--- config.mk ---
export PLATFORM = sky130hd
export DESIGN_NAME = iic_top
export DESIGN_NICKNAME = d
export VERILOG_FILES = /design/src/hw/iic_pkg.sv /design/src/hw/iic_top.sv
export SDC_FILE = /design/constraint.sdc
export NUM_CORES = 1
export LEC_CHECK = 0
export BUFFER_PORTS_ARGS = -buffer_cell sky130_fd_sc_hd__buf_4
export CAP_MARGIN = 5
export CORE_ASPECT_RATIO = 1.1
export CORE_MARGIN = 2
export CORE_UTILIZATION = 51
export DETAILED_ROUTE_END_ITERATION = 6
export PLACE_DENSITY = 0.76
export SYNTH_ARGS = -nofsm -noshare
export SYNTH_HDL_FRONTEND = slang
export SYNTH_SLANG_ARGS = --single-unit
--- constraint.sdc ---
create_clock -name aclk -period 2.25 [get_ports aclk]
set_input_delay 0.1125 -clock aclk [delete_from_list [all_inputs] [get_ports aclk]]
set_output_delay 0.1125 -clock aclk [all_outputs]
set_load 0.05 [all_outputs]
--- src/hw/iic_pkg.sv ---
// Package: constants for the IEEE-488 interface control block.
`default_nettype none
package iic_pkg;
	// Register byte offsets
	localparam logic [7:0] OFF_CMD = 8'h00;
	localparam logic [7:0] OFF_ARG = 8'h04;
	localparam logic [7:0] OFF_RESULT = 8'h08;
	localparam logic [7:0] OFF_STATUS = 8'h0c;
	localparam logic [7:0] OFF_BUS = 8'h10;
	localparam logic [7:0] OFF_PPE = 8'h14;
	localparam logic [7:0] OFF_ADDR = 8'h18;
	// Command codes written to OFF_CMD
	localparam logic [3:0] CMD_GO_STANDBY = 4'h1;
	localparam logic [3:0] CMD_SET_IST = 4'h2;
	localparam logic [3:0] CMD_GO_LOCAL = 4'h3;
	localparam logic [3:0] CMD_ONLINE = 4'h4;
	localparam logic [3:0] CMD_SET_PAD = 4'h5;
	localparam logic [3:0] CMD_SET_EOS = 4'h6;
	localparam logic [3:0] CMD_TAKE_CONTROL = 4'h7;
	localparam logic [3:0] CMD_LOCAL_PPE = 4'h8;
	localparam logic [3:0] CMD_GTL_SEQ = 4'h9;
	// Error codes in status register
	localparam logic [1:0] ERR_NONE = 2'h0;
	localparam logic [1:0] ERR_NOT_CONTROLLER = 2'h1;
	localparam logic [1:0] ERR_BAD_ARGUMENT = 2'h2;
	// Bus command bytes and primary address limit
	localparam logic [7:0] BYTE_UNL = 8'h3f;
	localparam logic [7:0] BYTE_UNT = 8'h5f;
	localparam logic [7:0] BYTE_GTL = 8'h01;
	localparam logic [7:0] BYTE_PPC = 8'h05;
	localparam logic [7:0] BYTE_LLO = 8'h11;
	localparam logic [7:0] LISTEN_BASE = 8'h20;
	localparam logic [7:0] TALK_BASE = 8'h40;
	localparam logic [7:0] PPE_BASE = 8'h60;
	localparam logic [7:0] PPD_CMD = 8'h70;
	localparam logic [4:0] PAD_MAX = 5'h1e;
	// Defaults
	localparam logic [4:0] PAD_RESET = 5'h00;
	localparam logic [15:0] EOS_RESET = 16'h0000;
	// Terminator config field positions
	localparam int EOS_READ_BIT = 10;
	localparam int EOS_8BIT_BIT = 12;
	// AXI responses
	localparam logic [1:0] RESP_OKAY = 2'h0;
	localparam logic [1:0] RESP_SLVERR = 2'h2;
	typedef enum logic [2:0] {
		IIC_SEQ_IDLE = 3'b000,
		IIC_SEQ_UNL1 = 3'b001,
		IIC_SEQ_LAD = 3'b010,
		IIC_SEQ_SAD = 3'b011,
		IIC_SEQ_GTL = 3'b100,
		IIC_SEQ_UNT = 3'b101,
		IIC_SEQ_UNL2 = 3'b110
	} iic_seq_t;
endpackage
`default_nettype wire

--- src/hw/iic_top.sv ---
// IEEE-488 interface control: standby, parallel poll, local, online, addressing.
`default_nettype none
module iic_top (
	input wire logic aclk,
	input wire logic aresetn,
	input wire logic [7:0] s_axi_awaddr,
	input wire logic s_axi_awvalid,
	output logic s_axi_awready,
	input wire logic [31:0] s_axi_wdata,
	input wire logic [3:0] s_axi_wstrb,
	input wire logic s_axi_wvalid,
	output logic s_axi_wready,
	output logic [1:0] s_axi_bresp,
	output logic s_axi_bvalid,
	input wire logic s_axi_bready,
	input wire logic [7:0] s_axi_araddr,
	input wire logic s_axi_arvalid,
	output logic s_axi_arready,
	output logic [31:0] s_axi_rdata,
	output logic [1:0] s_axi_rresp,
	output logic s_axi_rvalid,
	input wire logic s_axi_rready,
	input wire logic [7:0] dio_in,
	output logic [7:0] dio_out,
	output logic [7:0] dio_oe,
	input wire logic atn_in,
	output logic atn_out,
	input wire logic eoi_in,
	output logic eoi_out,
	input wire logic dav_in,
	output logic dav_out,
	output logic nrfd_out,
	output logic ndac_out,
	input wire logic ren_in,
	output logic remote_lockout_flag,
	output logic rtl_pulse
);
	////////////////////////////////////////////////////////////////////////
	// State
	logic online_reg, cic_reg, active_reg, shadow_reg, holdoff_reg;
	logic ist_reg, ppe_valid_reg, sense_reg, lockout_reg, remote_reg, lacs_reg;
	logic [2:0] line_reg;
	logic [4:0] pad_reg, sad_reg;
	logic sad_en_reg;
	logic [15:0] eos_reg;
	logic [31:0] result_reg;
	logic [1:0] err_reg;
	logic [7:0] cmd_byte_reg;
	logic cmd_vld_reg;
	logic acc_reg, dav_d_reg, rtl_reg;
	logic ppc_seen_reg;
	iic_pkg::iic_seq_t seq_reg, seq_next;
	logic aw_got_reg, w_got_reg, bvalid_reg, rvalid_reg, awready_reg, wready_reg, arready_reg;
	logic [7:0] awaddr_reg;
	logic [31:0] wdata_reg, rdata_reg;
	logic [1:0] bresp_reg, rresp_reg;

	////////////////////////////////////////////////////////////////////////
	// AXI4-Lite write and read paths
	wire aw_take = s_axi_awvalid && awready_reg;
	wire w_take = s_axi_wvalid && wready_reg;
	wire [7:0] wa = aw_take ? s_axi_awaddr : awaddr_reg;
	wire [31:0] wd = w_take ? s_axi_wdata : wdata_reg;
	wire wr_fire = (aw_got_reg || aw_take) && (w_got_reg || w_take) && !bvalid_reg;
	wire aw_got_next = wr_fire ? 1'b0 : (aw_got_reg || aw_take);
	wire w_got_next = wr_fire ? 1'b0 : (w_got_reg || w_take);
	wire bvalid_next = wr_fire || (bvalid_reg && !s_axi_bready);
	wire rd_take = s_axi_arvalid && arready_reg;
	wire rvalid_next = rd_take || (rvalid_reg && !s_axi_rready);
	wire wr_cmd = wr_fire && wa == iic_pkg::OFF_CMD;
	wire wr_arg = wr_fire && wa == iic_pkg::OFF_ARG;
	wire wr_ok = wr_cmd || wr_arg;
	logic [31:0] arg_reg;
	wire [3:0] cmd = wd[3:0];
	wire do_cmd = wr_cmd && online_reg;
	wire do_online = wr_cmd && cmd == iic_pkg::CMD_ONLINE;

	// Bus command decode while ATN is asserted by the controller
	wire atn_cmd = atn_in && !active_reg;
	wire [7:0] bus_byte = dio_in;
	wire dav_rise = dav_in && !dav_d_reg;
	wire bus_cmd = online_reg && atn_cmd && dav_rise;
	wire [7:0] my_listen = iic_pkg::LISTEN_BASE + {3'h0, pad_reg};
	wire [7:0] my_talk = iic_pkg::TALK_BASE + {3'h0, pad_reg};
	wire hit_listen = bus_cmd && bus_byte == my_listen;
	wire hit_unl = bus_cmd && bus_byte == iic_pkg::BYTE_UNL;
	wire hit_gtl = bus_cmd && bus_byte == iic_pkg::BYTE_GTL && lacs_reg;
	wire is_ppe = bus_byte[7:4] == iic_pkg::PPE_BASE[7:4];
	wire hit_ppe = bus_cmd && lacs_reg && ppc_seen_reg && is_ppe;
	wire hit_ppd = bus_cmd && lacs_reg && ppc_seen_reg && bus_byte == iic_pkg::PPD_CMD;

	// End detection during shadow handshake
	wire eos_8 = eos_reg[iic_pkg::EOS_8BIT_BIT];
	wire eos_on = eos_reg[iic_pkg::EOS_READ_BIT];
	wire eos_hit = eos_on && (eos_8 ? bus_byte == eos_reg[7:0] :
		bus_byte[6:0] == eos_reg[6:0]);
	wire data_byte = online_reg && shadow_reg && !active_reg && !atn_in && dav_rise;
	wire end_seen = data_byte && (eoi_in || eos_hit);

	wire idy = atn_in && eoi_in && !active_reg;
	wire poll_drive = online_reg && ppe_valid_reg && idy;
	wire [7:0] poll_mask = 8'h01 << line_reg;
	wire poll_level = ~(ist_reg ^ sense_reg);

	wire pad_bad = arg_reg[4:0] > iic_pkg::PAD_MAX;
	wire seq_step = seq_reg != iic_pkg::IIC_SEQ_IDLE;

	////////////////////////////////////////////////////////////////////////
	// Go-local command sequence toward an instrument
	always_comb begin
		seq_next = seq_reg;
		case (seq_reg)
			iic_pkg::IIC_SEQ_IDLE: seq_next = iic_pkg::IIC_SEQ_IDLE;
			iic_pkg::IIC_SEQ_UNL1: seq_next = iic_pkg::IIC_SEQ_LAD;
			iic_pkg::IIC_SEQ_LAD: seq_next = sad_en_reg ? iic_pkg::IIC_SEQ_SAD :
				iic_pkg::IIC_SEQ_GTL;
			iic_pkg::IIC_SEQ_SAD: seq_next = iic_pkg::IIC_SEQ_GTL;
			iic_pkg::IIC_SEQ_GTL: seq_next = iic_pkg::IIC_SEQ_UNT;
			iic_pkg::IIC_SEQ_UNT: seq_next = iic_pkg::IIC_SEQ_UNL2;
			iic_pkg::IIC_SEQ_UNL2: seq_next = iic_pkg::IIC_SEQ_IDLE;
			default: seq_next = iic_pkg::IIC_SEQ_IDLE;
		endcase
	end
	logic [7:0] seq_byte;
	always_comb begin
		seq_byte = 8'h00;
		case (seq_reg)
			iic_pkg::IIC_SEQ_UNL1: seq_byte = iic_pkg::BYTE_UNL;
			iic_pkg::IIC_SEQ_LAD: seq_byte = iic_pkg::LISTEN_BASE + {3'h0, arg_reg[4:0]};
			iic_pkg::IIC_SEQ_SAD: seq_byte = iic_pkg::PPE_BASE + {3'h0, sad_reg};
			iic_pkg::IIC_SEQ_GTL: seq_byte = iic_pkg::BYTE_GTL;
			iic_pkg::IIC_SEQ_UNT: seq_byte = iic_pkg::BYTE_UNT;
			iic_pkg::IIC_SEQ_UNL2: seq_byte = iic_pkg::BYTE_UNL;
			default: seq_byte = 8'h00;
		endcase
	end

	////////////////////////////////////////////////////////////////////////
	// Interface control state
	always_ff @(posedge aclk) begin
		if (!aresetn || (do_online && wd[4 +: 28] == 28'h0) || !online_reg && !do_online) begin
			online_reg <= !aresetn ? 1'b1 : 1'b0;
			cic_reg <= 1'b0;
			active_reg <= 1'b0;
			shadow_reg <= 1'b0;
			holdoff_reg <= 1'b0;
			ist_reg <= 1'b0;
			ppe_valid_reg <= 1'b0;
			sense_reg <= 1'b0;
			line_reg <= 3'h0;
			lockout_reg <= 1'b0;
			remote_reg <= 1'b0;
			lacs_reg <= 1'b0;
			ppc_seen_reg <= 1'b0;
			pad_reg <= iic_pkg::PAD_RESET;
			eos_reg <= iic_pkg::EOS_RESET;
			seq_reg <= iic_pkg::IIC_SEQ_IDLE;
			err_reg <= iic_pkg::ERR_NONE;
			result_reg <= 32'h0;
			rtl_reg <= 1'b0;
		end else if (do_online) begin
			online_reg <= 1'b1;
			cic_reg <= 1'b0;
			active_reg <= 1'b0;
			shadow_reg <= 1'b0;
			holdoff_reg <= 1'b0;
			ist_reg <= 1'b0;
			ppe_valid_reg <= 1'b0;
			pad_reg <= iic_pkg::PAD_RESET;
			eos_reg <= iic_pkg::EOS_RESET;
			seq_reg <= iic_pkg::IIC_SEQ_IDLE;
			err_reg <= iic_pkg::ERR_NONE;
			rtl_reg <= 1'b0;
		end else begin
			rtl_reg <= 1'b0;
			seq_reg <= seq_next;
			lacs_reg <= hit_listen ? 1'b1 : (hit_unl ? 1'b0 : lacs_reg);
			ppc_seen_reg <= bus_cmd ? (bus_byte == iic_pkg::BYTE_PPC) : ppc_seen_reg;
			if (hit_gtl)
				remote_reg <= 1'b0;
			else if (hit_listen && ren_in)
				remote_reg <= 1'b1;
			if (bus_cmd && bus_byte == iic_pkg::BYTE_LLO)
				lockout_reg <= 1'b1;
			if (!ren_in) begin
				lockout_reg <= 1'b0;
				remote_reg <= 1'b0;
			end
			if (hit_ppe) begin
				line_reg <= bus_byte[2:0];
				sense_reg <= bus_byte[3];
				ppe_valid_reg <= 1'b1;
			end else if (hit_ppd)
				ppe_valid_reg <= 1'b0;
			if (end_seen)
				holdoff_reg <= 1'b1;
			if (do_cmd) begin
				err_reg <= iic_pkg::ERR_NONE;
				case (cmd)
					iic_pkg::CMD_GO_STANDBY: begin
						if (!cic_reg)
							err_reg <= iic_pkg::ERR_NOT_CONTROLLER;
						else begin
							active_reg <= 1'b0;
							shadow_reg <= arg_reg != 32'h0;
							holdoff_reg <= 1'b0;
						end
					end
					iic_pkg::CMD_TAKE_CONTROL: begin
						cic_reg <= 1'b1;
						active_reg <= 1'b1;
						shadow_reg <= 1'b0;
						holdoff_reg <= 1'b0;
					end
					iic_pkg::CMD_SET_IST: begin
						ist_reg <= arg_reg != 32'h0;
						result_reg <= {31'h0, ist_reg};
					end
					iic_pkg::CMD_LOCAL_PPE: begin
						line_reg <= arg_reg[2:0];
						sense_reg <= arg_reg[3];
						ppe_valid_reg <= arg_reg[7:4] == iic_pkg::PPE_BASE[7:4];
					end
					iic_pkg::CMD_GO_LOCAL: begin
						if (!lockout_reg) begin
							rtl_reg <= 1'b1;
							remote_reg <= 1'b0;
						end
					end
					iic_pkg::CMD_GTL_SEQ: begin
						if (!cic_reg || !active_reg)
							err_reg <= iic_pkg::ERR_NOT_CONTROLLER;
						else begin
							seq_reg <= iic_pkg::IIC_SEQ_UNL1;
							sad_reg <= arg_reg[12:8];
							sad_en_reg <= arg_reg[15];
						end
					end
					iic_pkg::CMD_SET_PAD: begin
						if (pad_bad)
							err_reg <= iic_pkg::ERR_BAD_ARGUMENT;
						else begin
							pad_reg <= arg_reg[4:0];
							result_reg <= {27'h0, pad_reg};
						end
					end
					iic_pkg::CMD_SET_EOS: begin
						eos_reg <= arg_reg[15:0];
						result_reg <= {16'h0, eos_reg};
					end
					default: err_reg <= iic_pkg::ERR_BAD_ARGUMENT;
				endcase
			end
		end
	end

	////////////////////////////////////////////////////////////////////////
	// Argument latch, handshake tracking and outputs
	always_ff @(posedge aclk) begin
		if (!aresetn) begin
			arg_reg <= 32'h0;
			dav_d_reg <= 1'b0;
			acc_reg <= 1'b0;
			dio_out <= 8'h00;
			dio_oe <= 8'h00;
			atn_out <= 1'b0;
			eoi_out <= 1'b0;
			dav_out <= 1'b0;
			nrfd_out <= 1'b0;
			ndac_out <= 1'b0;
			remote_lockout_flag <= 1'b0;
			rtl_pulse <= 1'b0;
		end else begin
			if (wr_arg)
				arg_reg <= wd;
			dav_d_reg <= dav_in;
			acc_reg <= data_byte ? 1'b1 : (!dav_in ? 1'b0 : acc_reg);
			atn_out <= online_reg && active_reg;
			dav_out <= online_reg && seq_step;
			eoi_out <= 1'b0;
			// Shadow acceptor: NDAC released once a byte is seen, NRFD held after END
			nrfd_out <= online_reg && shadow_reg && (holdoff_reg || end_seen);
			ndac_out <= online_reg && shadow_reg && !acc_reg && !data_byte;
			if (poll_drive) begin
				dio_oe <= poll_mask;
				dio_out <= poll_level ? poll_mask : 8'h00;
			end else if (online_reg && seq_step) begin
				dio_oe <= 8'hff;
				dio_out <= seq_byte;
			end else begin
				dio_oe <= 8'h00;
				dio_out <= 8'h00;
			end
			remote_lockout_flag <= lockout_reg;
			rtl_pulse <= rtl_reg;
		end
	end

	////////////////////////////////////////////////////////////////////////
	// AXI4-Lite handshake registers
	logic [31:0] rd_mux;
	always_comb begin
		case (s_axi_araddr)
			iic_pkg::OFF_ARG: rd_mux = arg_reg;
			iic_pkg::OFF_RESULT: rd_mux = result_reg;
			iic_pkg::OFF_STATUS: rd_mux = {22'h0, remote_reg, lockout_reg, holdoff_reg,
				shadow_reg, active_reg, cic_reg, online_reg, err_reg, ist_reg};
			iic_pkg::OFF_PPE: rd_mux = {27'h0, ppe_valid_reg, sense_reg, line_reg};
			iic_pkg::OFF_ADDR: rd_mux = {16'h0, my_talk, my_listen};
			iic_pkg::OFF_BUS: rd_mux = {20'h0, lacs_reg, seq_reg, eos_reg[7:0]};
			iic_pkg::OFF_CMD: rd_mux = 32'h0;
			default: rd_mux = 32'h0;
		endcase
	end
	wire rd_known = s_axi_araddr <= iic_pkg::OFF_ADDR && s_axi_araddr[1:0] == 2'h0;
	always_ff @(posedge aclk) begin
		if (!aresetn) begin
			aw_got_reg <= 1'b0;
			w_got_reg <= 1'b0;
			awaddr_reg <= 8'h00;
			wdata_reg <= 32'h0;
			bvalid_reg <= 1'b0;
			bresp_reg <= iic_pkg::RESP_OKAY;
			rvalid_reg <= 1'b0;
			rdata_reg <= 32'h0;
			rresp_reg <= iic_pkg::RESP_OKAY;
			awready_reg <= 1'b0;
			wready_reg <= 1'b0;
			arready_reg <= 1'b0;
		end else begin
			// Readies come from next state so the bus sees only flop outputs
			awready_reg <= !aw_got_next && !bvalid_next;
			wready_reg <= !w_got_next && !bvalid_next;
			arready_reg <= !rvalid_next;
			if (aw_take) awaddr_reg <= s_axi_awaddr;
			if (w_take) wdata_reg <= s_axi_wdata;
			if (wr_fire) begin
				aw_got_reg <= 1'b0;
				w_got_reg <= 1'b0;
				bvalid_reg <= 1'b1;
				bresp_reg <= wr_ok ? iic_pkg::RESP_OKAY : iic_pkg::RESP_SLVERR;
			end else begin
				aw_got_reg <= aw_got_reg || aw_take;
				w_got_reg <= w_got_reg || w_take;
				if (bvalid_reg && s_axi_bready) bvalid_reg <= 1'b0;
			end
			if (rd_take) begin
				rvalid_reg <= 1'b1;
				rdata_reg <= rd_mux;
				rresp_reg <= rd_known ? iic_pkg::RESP_OKAY : iic_pkg::RESP_SLVERR;
			end else if (rvalid_reg && s_axi_rready)
				rvalid_reg <= 1'b0;
		end
	end
	assign s_axi_awready = awready_reg;
	assign s_axi_wready = wready_reg;
	assign s_axi_arready = arready_reg;
	assign s_axi_bvalid = bvalid_reg;
	assign s_axi_bresp = bresp_reg;
	assign s_axi_rvalid = rvalid_reg;
	assign s_axi_rdata = rdata_reg;
	assign s_axi_rresp = rresp_reg;
endmodule
`default_nettype wire

==> results.md <==
- Run status: finished, violations left
- Failing checks: setup timing
- Reg2Reg Launch Point: dav_d_reg$_SDFF_PN0_
- Most common flop cell mapped by yosys: dfxtp_1
- Clk sinks: 201
- # setup viols final: 4
- Full die area: 18500 um2
- Total Power: between 7 and 8 mW
- Drt wl/cell: about 18 um
- GR Util All Layers: around 28%
- Synthesized flop and latch total: 201
- Largest family of logic cells by synthesized area: simple AND/OR/NAND/NOR gates
- Post-Synthesis Cells: approximately 1000
- Routed WL: 26000 um
- R2r setup slk: -50 ps
- Core area: 17100 um2
- Clock Tree Buf Depth: 3
- Fmax: approximately 0.44 GHz
- Final period utilization: 102%
- DR pass1 iterations: 5
- Cells on Worst Hold Path: 3
- Register area share after synthesis: 45.9%
- Critical Path Source: dav_d_reg$_SDFF_PN0_
- Die Ht: around 140 um
- First-pass GRT wire length: a little over 40000 um
- Number of fill cells in the layout: 1357
- Maxcap violations: 0
- RSZ-0062 raised after global routing: yes
- RR Endpoint: sense_reg$_SDFFE_PP0N_
- DR vias: approximately 8200
- Synth async-reset ratio: 0%
- Initial antenna violation count: 0
- Pwr/cell area: between 600 and 700 nW/um2
- FP Rows: 50
- CTS Buf Count: 21
- Cells on worst reg2reg path: 6
- Worst Path Arrival: ~2700 ps
- Compound-Gate Fraction of Synth Area: 18.7%
- Post-Syn Area: 8910 um2
- Ant. Diodes: 0
- Reg clk slew, reported paths: 60 ps
- Leading area contributor after synthesis: dfxtp_1
- Post-Synth Adder-Cell Area: 0%
- Worst-path maximum fanout: 4
- Synth top area share: a little over two fifths
- Vias per cell: ~5.8
- Mux contribution to synthesized area: under 10%
- Slew Limit Fails: 0
- Critical path launch point type: flop
- Effective utilization at floorplan: 52.2%
- Synth Area per Inst: a little under 9 um2
- Root Buffer: clkbuf_16
- Skew final: 9.99 ps
- Worst Hold Path EP: s_axi_rresp[1]$_SDFFE_PN0P_
- CTS tree: built
- Initial DRC Count: approximately 730
- Post-synth EDFFs: 7
- Max rail drop VDD: roughly 640 uV
- Nets: 1253
- Multi-input gate area: roughly 4600 um2
- Synth Warn #: 0
- Hold Vio Cnt, Final: 0
- Post-DP HPWL: between 15000 and 20000 um
- Post-synth cell types: 72
- Slew @ Worst Pin: slightly below 600 ps
- Layout cells sized above 1: a little over a fifth
- Most frequent cells in the layout: dfxtp_1 (191), buf_4 (172), nand2_1 (148)
- GP Congestion: roughly 0.9
- Reg area: 4100 um2
- PnR worst setup slack: -45.9 ps
- Synth area leaders: dfxtp_1 (44%), nand2_1 (6.3%), mux2i_1 (5.1%)
- Crit Path Class: flop to flop
- DR DRC count: 0
- Pin count of the biggest net entering global routing: 65
- Synth-to-Final Area Change: 29.7%
- Leak Pwr: about 4.9 nW
- Minimum clock period after layout: 2300 ps
- Worst Hold Class: input port to flop
- Port-buffer cells: 127
- Cell Area, Placed: 10300 um2
- Die X: about 130 um
- Crit. End Element: flop
- I/O pin count: 135
- CTS H-tree lvls: 1
- Req. time, crit path: between 2000 and 3000 ps
- Vias in the first global route: just under 8000
- XOR/XNOR Fraction of Synth Area: between 1 and 1.5%
- Clk Latency, worst-skew pair: ~500 ps
- Gr ovfl total: 0
- Simple-Gate Fraction of Synth Area: between 20% and 30%
- Slew HR: 61.5%
- Min-delay src: s_axi_araddr[2]
- Final ANT Viol Nets: 0
- Post-route cell area: about 12000 um2
- Commonest non-fill, non-tap cell in the layout: dfxtp_1
cell usage after synthesis (4+ instances only):
library cell,n
a32o_1,4
clkbuf_1,43
nor2b_1,41
nand3b_1,4
nor4_1,29
or3_1,10
o21ai_0,41
a222oi_1,4
nor3_1,20
mux2i_1,45
nand4b_1,6
edfxtp_1,7
a21boi_0,30
nand2_1,149
xor2_1,8
and3_1,5
nand4_1,11
nand2b_1,14
buf_2,19
a22oi_1,20
mux2_2,9
nor2_1,57
a21oi_1,45
xnor2_1,6
o211a_1,32
a31oi_1,5
nand3_1,30
inv_1,15
and2_1,17
o22ai_1,12
a221oi_1,5
dfxtp_1,194
worst max-delay path: stages (launching register included):
cell and delay [ps]:
dfxtp_1 300, or3b_4 420, or4b_4 530, or4_4 570
o21ai_4 110, a21boi_1 90, o22a_1 180
cells by family (layout without fill, tap and decap cells):
group	Yosys count	after routing
other	1	3
multiplexers	54	54
AO/OA/AOI/OAI	234	234
flip-flops	201	201
buffers and inverters	84	277
XOR/XNOR	14	14
AND/OR/NAND/NOR	414	414
through the flow:
| step | setup WS [ps] | hold slack (ps) | setup TNS, ps | instances | utilization [%] |
|---|---|---|---|---|---|
| final | -45.9 | 17.4 | -132 | 1431 | 67.7 |
| after global routing | -92.5 | 28.3 | -365 | 1431 | 67.7 |
| after CTS | -38.6 | 5.97 | -86.5 | 1430 | 67.3 |
| after detailed placement | -32.0 | 331 | -80.7 | 1345 | 60.5 |
| after global placement | -5.45 | 331 | -10.0 | 1345 | 60.5 |
| after floorplan | 13.4 | 215 | 0 | 1004 | - |
layer usage:
metal / vias up / track usage [%] / wire length, um
met3: 61 / 4.23 / 1780
met2: 350 / 47.1 / 12600
met4: 0 / 10.4 / 937
met5: - / 0 / 0
met1: 3902 / 36.7 / 10700
li1: 3934 / - / -
where the power goes:
group / total (mW) / internal (mW) / leakage (nW) / switching [mW]
sequential: 3.67 / 3.63 / 1.65 / 0.0420
clock: 3.43 / 1.98 / 0.343 / 1.45
combinational: 0.745 / 0.331 / 2.94 / 0.414
worst max path at each step:
stage | slack [ps] | to
2_1_floorplan | 10 | line_reg[2]$_SDFFE_PP0N_
3_3_place_gp | -5 | line_reg[0]$_SDFFE_PP0N_
3_5_place_dp | -30 | line_reg[2]$_SDFFE_PP0N_
4_1_cts | -40 | line_reg[2]$_SDFFE_PP0N_
5_1_grt | -90 | line_reg[1]$_SDFFE_PP0N_
6_report | -50 | sense_reg$_SDFFE_PP0N_
area by class of cell:
type	count	area share, %
clock buffer	25	5.05
clock inverter	13	0.855
inverter	16	0.520
multi-input combinational	719	39.6
sequential	201	35.5
tap	234	2.53
timing repair buffer	223	15.9
what timing repair did:
action / in CTS / in global routing
setup buffers: 0 / 1
endpoints found under the hold margin: 55 / 0
resized for setup: 1 / 14
endpoints found under the setup margin: 3 / 91
pin swaps: 0 / 7
hold buffers: 47 / 0
(Power assumes the default switching activity.)
